--- config.mk ---
export PLATFORM = sky130hd
export DESIGN_NAME = arm_result_monitor
export DESIGN_NICKNAME = d
export VERILOG_FILES = /design/src/logic/arm_result_monitor.v
export VERILOG_INCLUDE_DIRS = /design/src /design/src/logic
export SDC_FILE = /design/constraint.sdc
export NUM_CORES = 1
export LEC_CHECK = 0
export BUFFER_PORTS_ARGS = -buffer_cell sky130_fd_sc_hd__buf_2
export CAP_MARGIN = 10
export CORE_MARGIN = 10
export CORE_UTILIZATION = 38
export CTS_CLUSTER_DIAMETER = 60
export CTS_CLUSTER_SIZE = 10
export DETAILED_ROUTE_END_ITERATION = 8
export HOLD_SLACK_MARGIN = 0.08
export PLACE_DENSITY = 0.61
export SLEW_MARGIN = 20
export SYNTH_ARGS = -nofsm -noshare
export SYNTH_HDL_FRONTEND = slang
export SYNTH_SLANG_ARGS = --single-unit
--- constraint.sdc ---
create_clock -name clk_sys_in -period 20 [get_ports clk_sys_in]
set_input_delay 0 -clock clk_sys_in [delete_from_list [all_inputs] [get_ports clk_sys_in]]
set_output_delay 0 -clock clk_sys_in [all_outputs]
set_load 0.005 [all_outputs]
--- src/logic/arm_map.vh ---
// register map, field positions and reset values of the converter result monitor
`ifndef ARM_MAP_VH
`define ARM_MAP_VH

// ----------------------------------------
// register byte addresses
// ----------------------------------------
`define ARM_TEMP_GAIN_CAL_ADR 32'hffff0544
`define ARM_RES_CNT_LIMIT_ADR 32'hffff0548
`define ARM_RES_CNT_VALUE_ADR 32'hffff054c
`define ARM_THRESHOLD_ADR 32'hffff0550
`define ARM_THR_CNT_LIMIT_ADR 32'hffff0554
`define ARM_THR_CNT_VALUE_ADR 32'hffff0558
`define ARM_ACCUM_ADR 32'hffff055c
`define ARM_LP_REF_SCALE_ADR 32'hffff057c
`define ARM_CONFIG_ADR 32'hffff0580
`define ARM_MODE_ADR 32'hffff0584
`define ARM_STATUS_ADR 32'hffff0588
`define ARM_CHAN_CTRL_ADR 32'hffff058c
`define ARM_OFFSET_CAL_ADR 32'hffff0590
`define ARM_RESULT_ADR 32'hffff0594

// ----------------------------------------
// reset values
// ----------------------------------------
`define ARM_RES_CNT_LIMIT_RST 16'h0001
`define ARM_RES_CNT_VALUE_RST 16'h0000
`define ARM_THRESHOLD_RST 16'h0000
`define ARM_THR_CNT_LIMIT_RST 8'h01
`define ARM_THR_CNT_VALUE_RST 8'h00
`define ARM_ACCUM_RST 32'h00000000
`define ARM_CONFIG_RST 16'h0000
`define ARM_MODE_RST 8'h00
`define ARM_CHAN_CTRL_RST 16'h0000
`define ARM_OFFSET_CAL_RST 16'h0000

// ----------------------------------------
// field positions
// ----------------------------------------
`define ARM_CFG_CNT_EN 0
`define ARM_CFG_CMP_LO 3
`define ARM_CFG_CMP_HI 4
`define ARM_CFG_ACC_LO 5
`define ARM_CFG_ACC_HI 6
`define ARM_MODE_OP_HI 2
`define ARM_MODE_PWR_LO 3
`define ARM_MODE_PWR_HI 4
`define ARM_MODE_REF_SEL 5
`define ARM_CTRL_UNIPOLAR 0
`define ARM_STA_READY 0
`define ARM_STA_THRESH 3

// ----------------------------------------
// field codes
// ----------------------------------------
`define ARM_CMP_OFF 2'h0
`define ARM_CMP_PLAIN 2'h1
`define ARM_CMP_CNT_DEC 2'h2
`define ARM_CMP_CNT_CLR 2'h3
`define ARM_ACC_OFF 2'h0
`define ARM_ACC_ADD 2'h1
`define ARM_ACC_SUB 2'h2
`define ARM_PWR_NORMAL 2'h0
`define ARM_PWR_LOW 2'h1
`define ARM_PWR_LOW_PLUS 2'h2
`define ARM_OP_TGAIN_CAL 3'h7
`define ARM_GAIN_LOW 10'h080
`define ARM_GAIN_LOW_PLUS 10'h200

`endif

--- src/logic/arm_result_monitor.v ---
// converter result monitor: result counter, threshold comparator, accumulator, mode control
`timescale 1ns/100ps
`default_nettype none
`include "arm_map.vh"

module arm_result_monitor #(
   parameter [15:0] TEMP_GAIN_FACTORY = 16'h5555, // arbitrary default
   parameter [15:0] LP_REF_FACTORY = 16'h8000
) (
   // clock and reset
   input wire clk_sys_in,
   input wire reset_n_in,
   // wishbone slave
   input wire wb_cyc_in,
   input wire wb_stb_in,
   input wire wb_we_in,
   input wire [31:0] wb_adr_in,
   input wire [3:0] wb_sel_in,
   input wire [31:0] wb_dat_in,
   output reg [31:0] wb_dat_out,
   output reg wb_ack_out,
   // filtered current results
   input wire result_valid_in,
   input wire [15:0] result_data_in,
   // temperature gain calibration engine
   input wire tgain_cal_valid_in,
   input wire [15:0] tgain_cal_data_in,
   output reg tgain_cal_start_out,
   // converter control
   output reg conv_irq_out,
   output reg lp_clock_sel_out,
   output reg volt_chan_en_out,
   output reg [9:0] fixed_gain_out,
   output reg lp_ref_sel_out
);

   // ----------------------------------------
   // registers
   // ----------------------------------------
   reg [15:0] temp_gain_cal_r;
   reg [15:0] result_count_limit_r;
   reg [15:0] result_count_value_r;
   reg [15:0] current_threshold_r;
   reg [7:0] threshold_count_limit_r;
   reg [7:0] threshold_count_value_r;
   reg [31:0] current_accumulator_r;
   reg [15:0] lowpower_ref_scale_r;
   reg [15:0] converter_config_r;
   reg [7:0] converter_mode_r;
   reg [15:0] current_channel_control_r;
   reg [15:0] offset_cal_coeff_r;
   reg [15:0] current_result_r;
   reg ready_flag_r;
   reg thresh_flag_r;

   // ----------------------------------------
   // bus decode
   // ----------------------------------------
   wire req = wb_cyc_in & wb_stb_in & ~wb_ack_out;
   wire wr = req & wb_we_in;
   wire rd = req & ~wb_we_in;
   wire [31:0] bmask = {{8{wb_sel_in[3]}}, {8{wb_sel_in[2]}},
                        {8{wb_sel_in[1]}}, {8{wb_sel_in[0]}}};
   wire wr_tgain = wr & (wb_adr_in == `ARM_TEMP_GAIN_CAL_ADR);
   wire wr_rcl = wr & (wb_adr_in == `ARM_RES_CNT_LIMIT_ADR);
   wire wr_th = wr & (wb_adr_in == `ARM_THRESHOLD_ADR);
   wire wr_tcl = wr & (wb_adr_in == `ARM_THR_CNT_LIMIT_ADR);
   wire wr_ref = wr & (wb_adr_in == `ARM_LP_REF_SCALE_ADR);
   wire wr_cfg = wr & (wb_adr_in == `ARM_CONFIG_ADR);
   wire wr_mode = wr & (wb_adr_in == `ARM_MODE_ADR);
   wire wr_sta = wr & (wb_adr_in == `ARM_STATUS_ADR);
   wire wr_ctrl = wr & (wb_adr_in == `ARM_CHAN_CTRL_ADR);
   wire wr_ofs = wr & (wb_adr_in == `ARM_OFFSET_CAL_ADR);
   wire rd_res = rd & (wb_adr_in == `ARM_RESULT_ADR);

   // merge byte lanes into a 16-bit register
   function [15:0] merge16;
      input [15:0] old;
      input [31:0] dat;
      input [31:0] msk;
      begin
         merge16 = (old & ~msk[15:0]) | (dat[15:0] & msk[15:0]);
      end
   endfunction

   // a reconfiguration restarts result counting and accumulation
   wire reconfig = wr_ctrl | wr_mode;

   // ----------------------------------------
   // result path
   // ----------------------------------------
   wire unipolar = current_channel_control_r[`ARM_CTRL_UNIPOLAR];
   wire [1:0] cmp_mode = converter_config_r[`ARM_CFG_CMP_HI:`ARM_CFG_CMP_LO];
   wire [1:0] acc_mode = converter_config_r[`ARM_CFG_ACC_HI:`ARM_CFG_ACC_LO];
   wire cnt_en = converter_config_r[`ARM_CFG_CNT_EN];

   // offset removal saturates rather than wraps, so a large coefficient
   // cannot flip the sign of a near-full-scale result
   wire [16:0] ofs_diff = {1'b0, result_data_in} - {1'b0, offset_cal_coeff_r};
   wire [16:0] sdiff = {result_data_in[15], result_data_in}
                       - {offset_cal_coeff_r[15], offset_cal_coeff_r};
   reg [15:0] corr;
   always @* begin
      if (unipolar) begin
         corr = ofs_diff[16] ? 16'h0000 : ofs_diff[15:0];
      end else if (sdiff[16] != sdiff[15]) begin
         corr = sdiff[16] ? 16'h8000 : 16'h7fff;
      end else begin
         corr = sdiff[15:0];
      end
   end

   // magnitude: negative full scale clamps to the largest 15-bit value
   wire [15:0] neg = 16'h0000 - corr;
   reg [15:0] mag;
   always @* begin
      if (unipolar) begin
         mag = corr;
      end else if (corr == 16'h8000) begin
         mag = 16'h7fff;
      end else begin
         mag = corr[15] ? {1'b0, neg[14:0]} : {1'b0, corr[14:0]};
      end
   end

   // only 15 threshold bits take part in twos complement format
   wire [15:0] th_eff = unipolar ? current_threshold_r
                                 : {1'b0, current_threshold_r[14:0]};
   wire at_or_above = (mag >= th_eff);
   wire above = (mag > th_eff);

   // ----------------------------------------
   // result counter
   // ----------------------------------------
   wire [15:0] rcv_inc = result_count_value_r + 16'h0001;
   wire limit_hit = (rcv_inc == result_count_limit_r);
   // without counting every result is reported
   wire ready_event = result_valid_in & (~cnt_en | limit_hit);

   always @(posedge clk_sys_in) begin
      if (!reset_n_in) begin
         result_count_value_r <= `ARM_RES_CNT_VALUE_RST;
      end else if (reconfig) begin
         result_count_value_r <= `ARM_RES_CNT_VALUE_RST;
      end else if (result_valid_in) begin
         result_count_value_r <= limit_hit ? 16'h0000 : rcv_inc;
      end
   end

   // ----------------------------------------
   // threshold hit counter
   // ----------------------------------------
   wire cnt_mode = (cmp_mode == `ARM_CMP_CNT_DEC) | (cmp_mode == `ARM_CMP_CNT_CLR);
   reg [7:0] thv_nxt;
   always @* begin
      thv_nxt = threshold_count_value_r;
      if (at_or_above) begin
         if (threshold_count_value_r != 8'hff) begin
            thv_nxt = threshold_count_value_r + 8'h01;
         end
      end else if (cmp_mode == `ARM_CMP_CNT_CLR) begin
         thv_nxt = 8'h00;
      end else if (threshold_count_value_r != 8'h00) begin
         thv_nxt = threshold_count_value_r - 8'h01;
      end
   end

   always @(posedge clk_sys_in) begin
      if (!reset_n_in) begin
         threshold_count_value_r <= `ARM_THR_CNT_VALUE_RST;
      end else if (result_valid_in & cnt_mode) begin
         threshold_count_value_r <= thv_nxt;
      end
   end

   // status is raised the moment the count reaches its limit
   wire thresh_event = result_valid_in & (
      (cnt_mode & (thv_nxt == threshold_count_limit_r)) |
      ((cmp_mode == `ARM_CMP_PLAIN) & above));

   // ----------------------------------------
   // accumulator
   // ----------------------------------------
   wire [31:0] ext = unipolar ? {16'h0000, corr} : {{16{corr[15]}}, corr};
   always @(posedge clk_sys_in) begin
      if (!reset_n_in) begin
         current_accumulator_r <= `ARM_ACCUM_RST;
      end else if (reconfig | (acc_mode == `ARM_ACC_OFF)) begin
         current_accumulator_r <= `ARM_ACCUM_RST;
      end else if (result_valid_in & (acc_mode == `ARM_ACC_ADD)) begin
         current_accumulator_r <= current_accumulator_r + ext;
      end else if (result_valid_in & (acc_mode == `ARM_ACC_SUB)) begin
         current_accumulator_r <= current_accumulator_r - ext;
      end
   end

   // ----------------------------------------
   // status flags and latest result
   // ----------------------------------------
   // a new event in the cycle of its clear still sets the flag
   always @(posedge clk_sys_in) begin
      if (!reset_n_in) begin
         ready_flag_r <= 1'b0;
         thresh_flag_r <= 1'b0;
         current_result_r <= 16'h0000;
      end else begin
         if (ready_event) begin
            ready_flag_r <= 1'b1;
         end else if (rd_res | (wr_sta & wb_dat_in[`ARM_STA_READY] & wb_sel_in[0])) begin
            ready_flag_r <= 1'b0;
         end
         if (thresh_event) begin
            thresh_flag_r <= 1'b1;
         end else if (wr_sta & wb_dat_in[`ARM_STA_THRESH] & wb_sel_in[0]) begin
            thresh_flag_r <= 1'b0;
         end
         // only a ready result that arrives while the ready flag is clear is kept
         if (ready_event & ~ready_flag_r) begin
            current_result_r <= corr;
         end
      end
   end

   // ----------------------------------------
   // software registers
   // ----------------------------------------
   always @(posedge clk_sys_in) begin
      if (!reset_n_in) begin
         temp_gain_cal_r <= TEMP_GAIN_FACTORY;
         result_count_limit_r <= `ARM_RES_CNT_LIMIT_RST;
         current_threshold_r <= `ARM_THRESHOLD_RST;
         threshold_count_limit_r <= `ARM_THR_CNT_LIMIT_RST;
         lowpower_ref_scale_r <= LP_REF_FACTORY;
         converter_config_r <= `ARM_CONFIG_RST;
         converter_mode_r <= `ARM_MODE_RST;
         current_channel_control_r <= `ARM_CHAN_CTRL_RST;
         offset_cal_coeff_r <= `ARM_OFFSET_CAL_RST;
      end else begin
         // calibration result overrides a software write in the same cycle
         if (tgain_cal_valid_in) begin
            temp_gain_cal_r <= tgain_cal_data_in;
         end else if (wr_tgain) begin
            temp_gain_cal_r <= merge16(temp_gain_cal_r, wb_dat_in, bmask);
         end
         if (wr_rcl) begin
            result_count_limit_r <= merge16(result_count_limit_r, wb_dat_in, bmask);
         end
         if (wr_th) begin
            current_threshold_r <= merge16(current_threshold_r, wb_dat_in, bmask);
         end
         if (wr_tcl & wb_sel_in[0]) begin
            threshold_count_limit_r <= wb_dat_in[7:0];
         end
         if (wr_ref) begin
            lowpower_ref_scale_r <= merge16(lowpower_ref_scale_r, wb_dat_in, bmask);
         end
         if (wr_cfg) begin
            converter_config_r <= merge16(converter_config_r, wb_dat_in, bmask);
         end
         if (wr_mode & wb_sel_in[0]) begin
            converter_mode_r <= wb_dat_in[7:0];
         end
         if (wr_ctrl) begin
            current_channel_control_r <= merge16(current_channel_control_r, wb_dat_in, bmask);
         end
         if (wr_ofs) begin
            offset_cal_coeff_r <= merge16(offset_cal_coeff_r, wb_dat_in, bmask);
         end
      end
   end

   // ----------------------------------------
   // power mode outputs
   // ----------------------------------------
   // the core's own sleep state has no path into this logic
   wire [1:0] pwr = converter_mode_r[`ARM_MODE_PWR_HI:`ARM_MODE_PWR_LO];
   wire low_any = (pwr == `ARM_PWR_LOW) | (pwr == `ARM_PWR_LOW_PLUS);
   always @(posedge clk_sys_in) begin
      if (!reset_n_in) begin
         lp_clock_sel_out <= 1'b0;
         volt_chan_en_out <= 1'b1;
         fixed_gain_out <= 10'h000;
         lp_ref_sel_out <= 1'b0;
         tgain_cal_start_out <= 1'b0;
         conv_irq_out <= 1'b0;
      end else begin
         lp_clock_sel_out <= low_any;
         volt_chan_en_out <= ~low_any;
         if (pwr == `ARM_PWR_LOW) begin
            fixed_gain_out <= `ARM_GAIN_LOW;
         end else if (pwr == `ARM_PWR_LOW_PLUS) begin
            fixed_gain_out <= `ARM_GAIN_LOW_PLUS;
         end else begin
            fixed_gain_out <= 10'h000;
         end
         // reference choice only matters in the low modes
         lp_ref_sel_out <= low_any & ~converter_mode_r[`ARM_MODE_REF_SEL];
         tgain_cal_start_out <= wr_mode & wb_sel_in[0]
            & (wb_dat_in[`ARM_MODE_OP_HI:0] == `ARM_OP_TGAIN_CAL);
         // the flags keep working whatever the power mode
         conv_irq_out <= ready_flag_r | thresh_flag_r;
      end
   end

   // ----------------------------------------
   // read mux and acknowledge
   // ----------------------------------------
   reg [31:0] rd_mux;
   always @* begin
      case (wb_adr_in)
         `ARM_TEMP_GAIN_CAL_ADR: rd_mux = {16'h0000, temp_gain_cal_r};
         `ARM_RES_CNT_LIMIT_ADR: rd_mux = {16'h0000, result_count_limit_r};
         `ARM_RES_CNT_VALUE_ADR: rd_mux = {16'h0000, result_count_value_r};
         `ARM_THRESHOLD_ADR: rd_mux = {16'h0000, current_threshold_r};
         `ARM_THR_CNT_LIMIT_ADR: rd_mux = {24'h000000, threshold_count_limit_r};
         `ARM_THR_CNT_VALUE_ADR: rd_mux = {24'h000000, threshold_count_value_r};
         `ARM_ACCUM_ADR: rd_mux = current_accumulator_r;
         `ARM_LP_REF_SCALE_ADR: rd_mux = {16'h0000, lowpower_ref_scale_r};
         `ARM_CONFIG_ADR: rd_mux = {16'h0000, converter_config_r};
         `ARM_MODE_ADR: rd_mux = {24'h000000, converter_mode_r};
         `ARM_STATUS_ADR: rd_mux = {28'h0000000, thresh_flag_r, 2'h0, ready_flag_r};
         `ARM_CHAN_CTRL_ADR: rd_mux = {16'h0000, current_channel_control_r};
         `ARM_OFFSET_CAL_ADR: rd_mux = {16'h0000, offset_cal_coeff_r};
         `ARM_RESULT_ADR: rd_mux = {16'h0000, current_result_r};
         default: rd_mux = 32'h00000000;
      endcase
   end

   // one wait state; unmapped addresses answer with zero
   always @(posedge clk_sys_in) begin
      if (!reset_n_in) begin
         wb_ack_out <= 1'b0;
         wb_dat_out <= 32'h00000000;
      end else begin
         wb_ack_out <= req;
         if (rd) begin
            wb_dat_out <= rd_mux;
         end
      end
   end

endmodule
`default_nettype wire

==> impl_metrics.ini, run 1 <==
[finish]
final_cell_mix = nand2_1, dfxtp_1, a21oi_1
layout_commonest_cell = nand2_1
multi_input_area_um2 = 10300
fill_cells = 4126
finalNetCount = 2394
seq_area_um2 = 4840
design_area_um2 = 18500
drive_gt1_share_pct = 10.7
areaGrowthSynthToFinish_pct = 17.0

[worst_hold_path]
hold_end = tgain_cal_start_out$_SDFF_PN0_
min_from = wb_adr_in[7]
hold_class = primary input to flip-flop
hold_path_depth = 4

[logic_synthesis]
synth_ff_type = dfxtp_1
synthDistinctLibCells = 80
synth-seq-cells = 242
ys_seq_area_share_pct = 30.6
postSynthAreaPerCell_um2 = 7.65
synth_area_um2 = 15800
yosysWarnings = 0
async_reset_ff_share_pct = 0
synth_edf_count = 0
netlist_instances = 2070

[die]
core_area_um2 = 41000
start_util_pct = 38.6
row_count = 74
io_pins = 155
die_area_um2 = 50200
die_y_um = 224
die_x_um = 224

[critical_path]
worst-path-max-fanout = 22
crit_type = flip-flop to flip-flop
crit_slowest_cell = a2111oi_0
timing.rr.end = thresh_flag_r$_SDFFE_PN0P_
worst-r2r-setup-slack_ns = 10.96
critical_path_required_ns = 20.46
critPathMaxStageDelay_ns = 0.89
crit_arrival_ns = 9.49
ff2ff_path_depth = 28
crit_path_frequent_cell = ha_1
start_kind = flip-flop
end_kind = flip-flop

[timing]
fmax_mhz = 111
setup_tns_ns = 0
slew_headroom_pct = 31.0
finalCritPeriodShare_pct = 45.2
rsz0062_at_grt = no
finalHoldViolCount = 0
setup_viol_count_final = 0
fin_ws_ns = 10.96
clock_skew_ns = 0.0218
slew_viol_final = 0
worstMarginPinSlew_ns = 1.01
final.min_clock_period_ns = 9.04

[placed_design]
hpwl_mm = 40.0
place_ws_ns = 11.12
place_area_um2 = 16900
place.port_buffers = 128
gp_congestion = 0.923

[clock_network]
clkTransAtPathRegs_ns = 0.06
cts_tree = done
cts_buffers = 31
holdBufCountCts = 73
postCtsResizedCells = 0
cts_buffer_depth = 3
cts_setup_buffers = 0
cts_root_buf = clkbuf_16
clock_sinks = 242
clock_latency_ns = 0.59
cts_max_level = 1

[global_route]
track_usage_pct = 20.9
grt_pass1_wl_mm = 85.4
grt_pass1_vias = 15400
overflow = 0
antenna_found_initial = 3
grt_max_degree = 106

[drt]
detail_route.iter0.violations = 1344
wirelength_mm = 54.8
remaining_drc_errors = 0
wl_per_cell_um = 19.9
viasPerCell = 5.78
vias = 15900
dr.pass1.iters = 5
ant_nets = 0

[pwr]
cellPowerDensity_nw_per_um2 = 65.5
vdd_drop_max_v = 0.0000561
p_leak_uw = 0.00696

[job]
max_cap_viol_count = 0

[status]
status = finished, final reports clean
-- metrics by stage --
stage | hold slack (ns) | util (%) | instances | power, µW
2_1_floorplan | 0.124 | - | 2077 | 631
3_3_place_gp | 0.227 | 41.1 | 2641 | 685
3_5_place_dp | 0.235 | 41.1 | 2641 | 688
4_1_cts | 0.129 | 45.1 | 2758 | 1220
5_1_grt | 0.188 | 45.2 | 2758 | 1260
6_report | 0.165 | 45.2 | 2760 | 1210
-- per-layer routing --
layer | vias up | share of wire (%) | global-route usage (%)
met5 | - | 0 | 0
met1 | 7612 | 42 | 25.5
li1 | 7712 | - | -
met4 | 0 | 3.5 | 7.81
met2 | 512 | 48 | 36.0
met3 | 111 | 6.1 | 3.87
-- worst max-delay path by stage --
stage / start / endpoint / slack [ns] / cells past startpoint
2_1_floorplan: flip-flop / thresh_flag_r$_SDFFE_PN0P_ / 12.59 / 29
3_3_place_gp: flip-flop / thresh_flag_r$_SDFFE_PN0P_ / 11.09 / 28
3_5_place_dp: flip-flop / thresh_flag_r$_SDFFE_PN0P_ / 11.12 / 28
4_1_cts: flip-flop / thresh_flag_r$_SDFFE_PN0P_ / 11.04 / 28
5_1_grt: flip-flop / thresh_flag_r$_SDFFE_PN0P_ / 10.39 / 28
6_report: flip-flop / thresh_flag_r$_SDFFE_PN0P_ / 10.96 / 28
-- layout make-up --
cell class / instances / share of cell area [%]
diodes: 2 / 0.0270
well taps: 532 / 3.59
inverters: 61 / 1.24
flip-flops and latches: 242 / 26.1
clock buffers: 38 / 4.54
repair buffers: 228 / 8.51
multi-input cells: 1651 / 55.5
clock inverters: 6 / 0.432
-- synth_stat cells (17+ instances only) --
cell type / count / area share (%)
and3_1: 19 / 0.75
nor2b_1: 66 / 2.6
mux2i_1: 33 / 2.1
nand3_1: 90 / 2.8
a221oi_1: 19 / 1.1
nor3_1: 42 / 1.3
a211oi_1: 19 / 0.90
o211ai_1: 17 / 0.81
nand2b_1: 18 / 0.71
clkbuf_1: 99 / 2.3
a21oi_1: 136 / 4.3
inv_1: 61 / 1.4
dfxtp_1: 242 / 31
a21o_1: 19 / 0.90
xnor2_1: 58 / 3.2
nor2_1: 118 / 2.8
o21ai_0: 121 / 3.8
a21boi_0: 118 / 5.6
xor2_1: 32 / 1.8
a22oi_1: 75 / 3.6
ha_1: 70 / 5.5
nand2_1: 326 / 7.7
nand4_1: 27 / 1.1
-- where the power goes --
group	total (µW)	internal [µW]	switching [µW]	leakage, µW
clock	521	306	215	0.000451
combinational	202	81.9	120	0.00456
sequential	491	487	3.75	0.00196
total	1210	876	339	0.00696
-- worst max-delay path: cells and delay by family, from the launching register on --
| kind | cells | cell delay (ns) |
|---|---|---|
| AND/OR/NAND/NOR | 9 | 2.43 |
| AO/OA/AOI/OAI | 11 | 4.19 |
| adder cells (fa/ha/maj) | 4 | 1.22 |
| buffers and inverters | 3 | 0.41 |
| flip-flops | 1 | 0.42 |
| XOR/XNOR | 1 | 0.21 |
-- logic make-up (layout without fill, tap and decap cells) --
logic type / Yosys count / count (layout) / synth area share, %
adders and majority gates: 75 / 75 / 5.97
other: 1 / 10 / 0.0237
AOI/OAI and AO/OA: 654 / 654 / 27.7
muxes: 33 / 33 / 2.09
and+or+nand+nor: 791 / 791 / 23.8
DFF: 242 / 242 / 30.6
xor gates and xnor gates: 90 / 90 / 4.98
buffers and inverters: 184 / 333 / 4.86
(Power assumes the default switching activity.)
==> inputs of run 2 (changes only) <==
--- a/config.mk
+++ b/config.mk
@@ -14,7 +14,7 @@
 export CTS_CLUSTER_SIZE = 10
 export DETAILED_ROUTE_END_ITERATION = 8
 export HOLD_SLACK_MARGIN = 0.08
-export PLACE_DENSITY = 0.61
+export PLACE_DENSITY = 0.63
 export SLEW_MARGIN = 20
 export SYNTH_ARGS = -nofsm -noshare
 export SYNTH_HDL_FRONTEND = slang
==> constraint.sdc (replaced) <==
create_clock -name clk_sys_in -period 7.85 [get_ports clk_sys_in]
set_input_delay 0 -clock clk_sys_in [delete_from_list [all_inputs] [get_ports clk_sys_in]]
set_output_delay 0 -clock clk_sys_in [all_outputs]
set_load 0.005 [all_outputs]
==> run 2 against run 1 <==
  * Sequential share of layout area fell by 0.35 points
  * Global-route usage rose by 0.49 points
  * Power rose to 2.7 times the previous value
  * Clock power rose to 2.8 times the previous value
  * Largest power group unchanged
==> impl_metrics.ini, run 2 (synthesis gave the netlist of run 1 again) <==
[status]
status = finished, final reports clean

[clock_network]
cts_max_level = 2
clkTransAtPathRegs_ns = 0.06
clock_latency_ns = 0.55
clock_sinks = 242
cts_tree = done
cts_root_buf = clkbuf_16
cts_buffers = 34
cts_buffer_depth = 3

[finish]
antenna_cells = 0
areaGrowthSynthToFinish_pct = 18.6
design_area_um2 = 18800
fin_util_pct = 45.8
final_cell_mix = nand2_1, dfxtp_1, a21oi_1
drive_gt1_share_pct = 12.3
finalNetCount = 2414
layout_commonest_cell = nand2_1

[pwr]
p_sw_uw = 919
cellPowerDensity_nw_per_um2 = 173
p_clk_share_pct = 44.6
p_leak_uw = 0.00712
vdd_drop_max_v = 0.000134
swShare_pct = 28.2
power.internal_uw = 2330
combPwrFrac_pct = 17.0
power.share.sequential_pct = 38.5

[worst_hold_path]
hold_class = primary input to flip-flop
min_from = wb_adr_in[0]

[drt]
viasPerCell = 5.79
vias = 16100
wl_per_cell_um = 20.1
wirelength_mm = 55.8
detail_route.iter0.violations = 1403
ant_nets = 0
remaining_drc_errors = 0
dr.pass1.iters = 6

[timing]
finalCritPeriodShare_pct = 95.3
worstMarginPinSlew_ns = 1.06
slew_viol_final = 0
fmax_mhz = 134
final.min_clock_period_ns = 7.48
rsz0062_at_grt = no
whs_ns = 0.138
fin_ws_ns = 0.367
slew_headroom_pct = 28.5
setup_tns_ns = 0
finalHoldViolCount = 0
setup_viol_count_final = 0
clock_skew_ns = 0.0234

[global_route]
antenna_found_initial = 0
grt_max_degree = 113
use_met2_pct = 36.6
track_usage_pct = 21.4
grtUsageMet1_pct = 26.8
overflow = 0
busiest_layer = met2
grtUsageMet3_pct = 3.31
grt_pass1_vias = 15700
grt_pass1_wl_mm = 86.8

[die]
core_area_um2 = 41000
die_y_um = 224
die_x_um = 224
row_count = 74
start_util_pct = 38.6
die_area_um2 = 50200
io_pins = 155

[job]
max_cap_viol_count = 0

[critical_path]
critPathMaxStageDelay_ns = 0.59
end_kind = flip-flop
crit_type = flip-flop to flip-flop
crit_arrival_ns = 7.93
worst-path-max-fanout = 8
crit_slowest_cell = or4_1
crit_path_frequent_cell = buf_4
critical_path_required_ns = 8.30
start_kind = flip-flop

[placed_design]
gp_congestion = 0.962
place.port_buffers = 128
place_area_um2 = 17000
hpwl_mm = 40.8
place_ws_ns = 0.0708
[run 2: cell count changes in the layout (fill, tap and decap cells not counted), sizes merged]
cell         delta
buf            +24
dlygate4sd3     -7
clkinv          +2
diode           -2
inv             +2
clkbuf          +1
clkinvlp        -1
[run 2: cell type report]
| type | instances | area (µm²) |
|---|---|---|
| Fill cell | 4127 | 22200 |
| Multi-Input combinational cell | 1651 | 10300 |
| Sequential cell | 242 | 4840 |
| Timing Repair Buffer | 245 | 1690 |
| Clock buffer | 39 | 911 |
| Tap cell | 532 | 666 |
| Inverter | 61 | 229 |
| Clock inverter | 9 | 108 |
[run 2: stage by stage]
stage | total power [µW] | instances
floorplan | 1610 | 2077
global placement | 1760 | 2661
detailed placement | 1770 | 2661
CTS | 3250 | 2775
global route | 3380 | 2779
finish | 3250 | 2779
[run 2: power groups by stage]
| stage | combinational, µW | clock [µW] | sequential (µW) |
|---|---|---|---|
| after floorplan | 336 | 0 | 1270 |
| after global placement | 485 | 0 | 1280 |
| after detailed placement | 491 | 0 | 1280 |
| after CTS | 521 | 1480 | 1250 |
| after global routing | 601 | 1530 | 1250 |
| final | 553 | 1450 | 1250 |
[run 2: per-layer routing]
metal | vias up | part of all wire (%)
li1 | 7756 | -
met1 | 7689 | 43
met2 | 547 | 48
met3 | 106 | 6.2
met5 | - | 0
met4 | 0 | 2.9
[run 2: critical path: cells and delay by family, from the launching register on]
family | cells | cell delay [ns]
AND/OR/NAND/NOR | 9 | 2.33
AO/OA/AOI/OAI | 11 | 2.28
buffers and inverters | 6 | 1.03
adder cells (fa/ha/maj) | 3 | 0.87
XOR/XNOR | 2 | 0.51
flip-flops | 1 | 0.37
[run 2: path summary, 6_finish.rpt]
path | slack [ns] | cells after the start | end
worst max-delay path | 0.37 | 31 | thresh_flag_r$_SDFFE_PN0P_
worst min-delay path | 0.14 | 6 | flip-flop
worst max register to register | 0.37 | 31 | thresh_flag_r$_SDFFE_PN0P_
worst min register to register | 0.46 | 2 | wb_dat_out[26]$_SDFFE_PN0P_
[run 2: what timing repair did]
| action | in CTS | in global routing |
|---|---|---|
| gates resized for setup | 0 | 16 |
| setup endpoints to repair | 0 | 4 |
| hold buffers | 66 | 0 |
| endpoints found under the hold margin | 153 | 0 |
| buffers inserted | 0 | 3 |
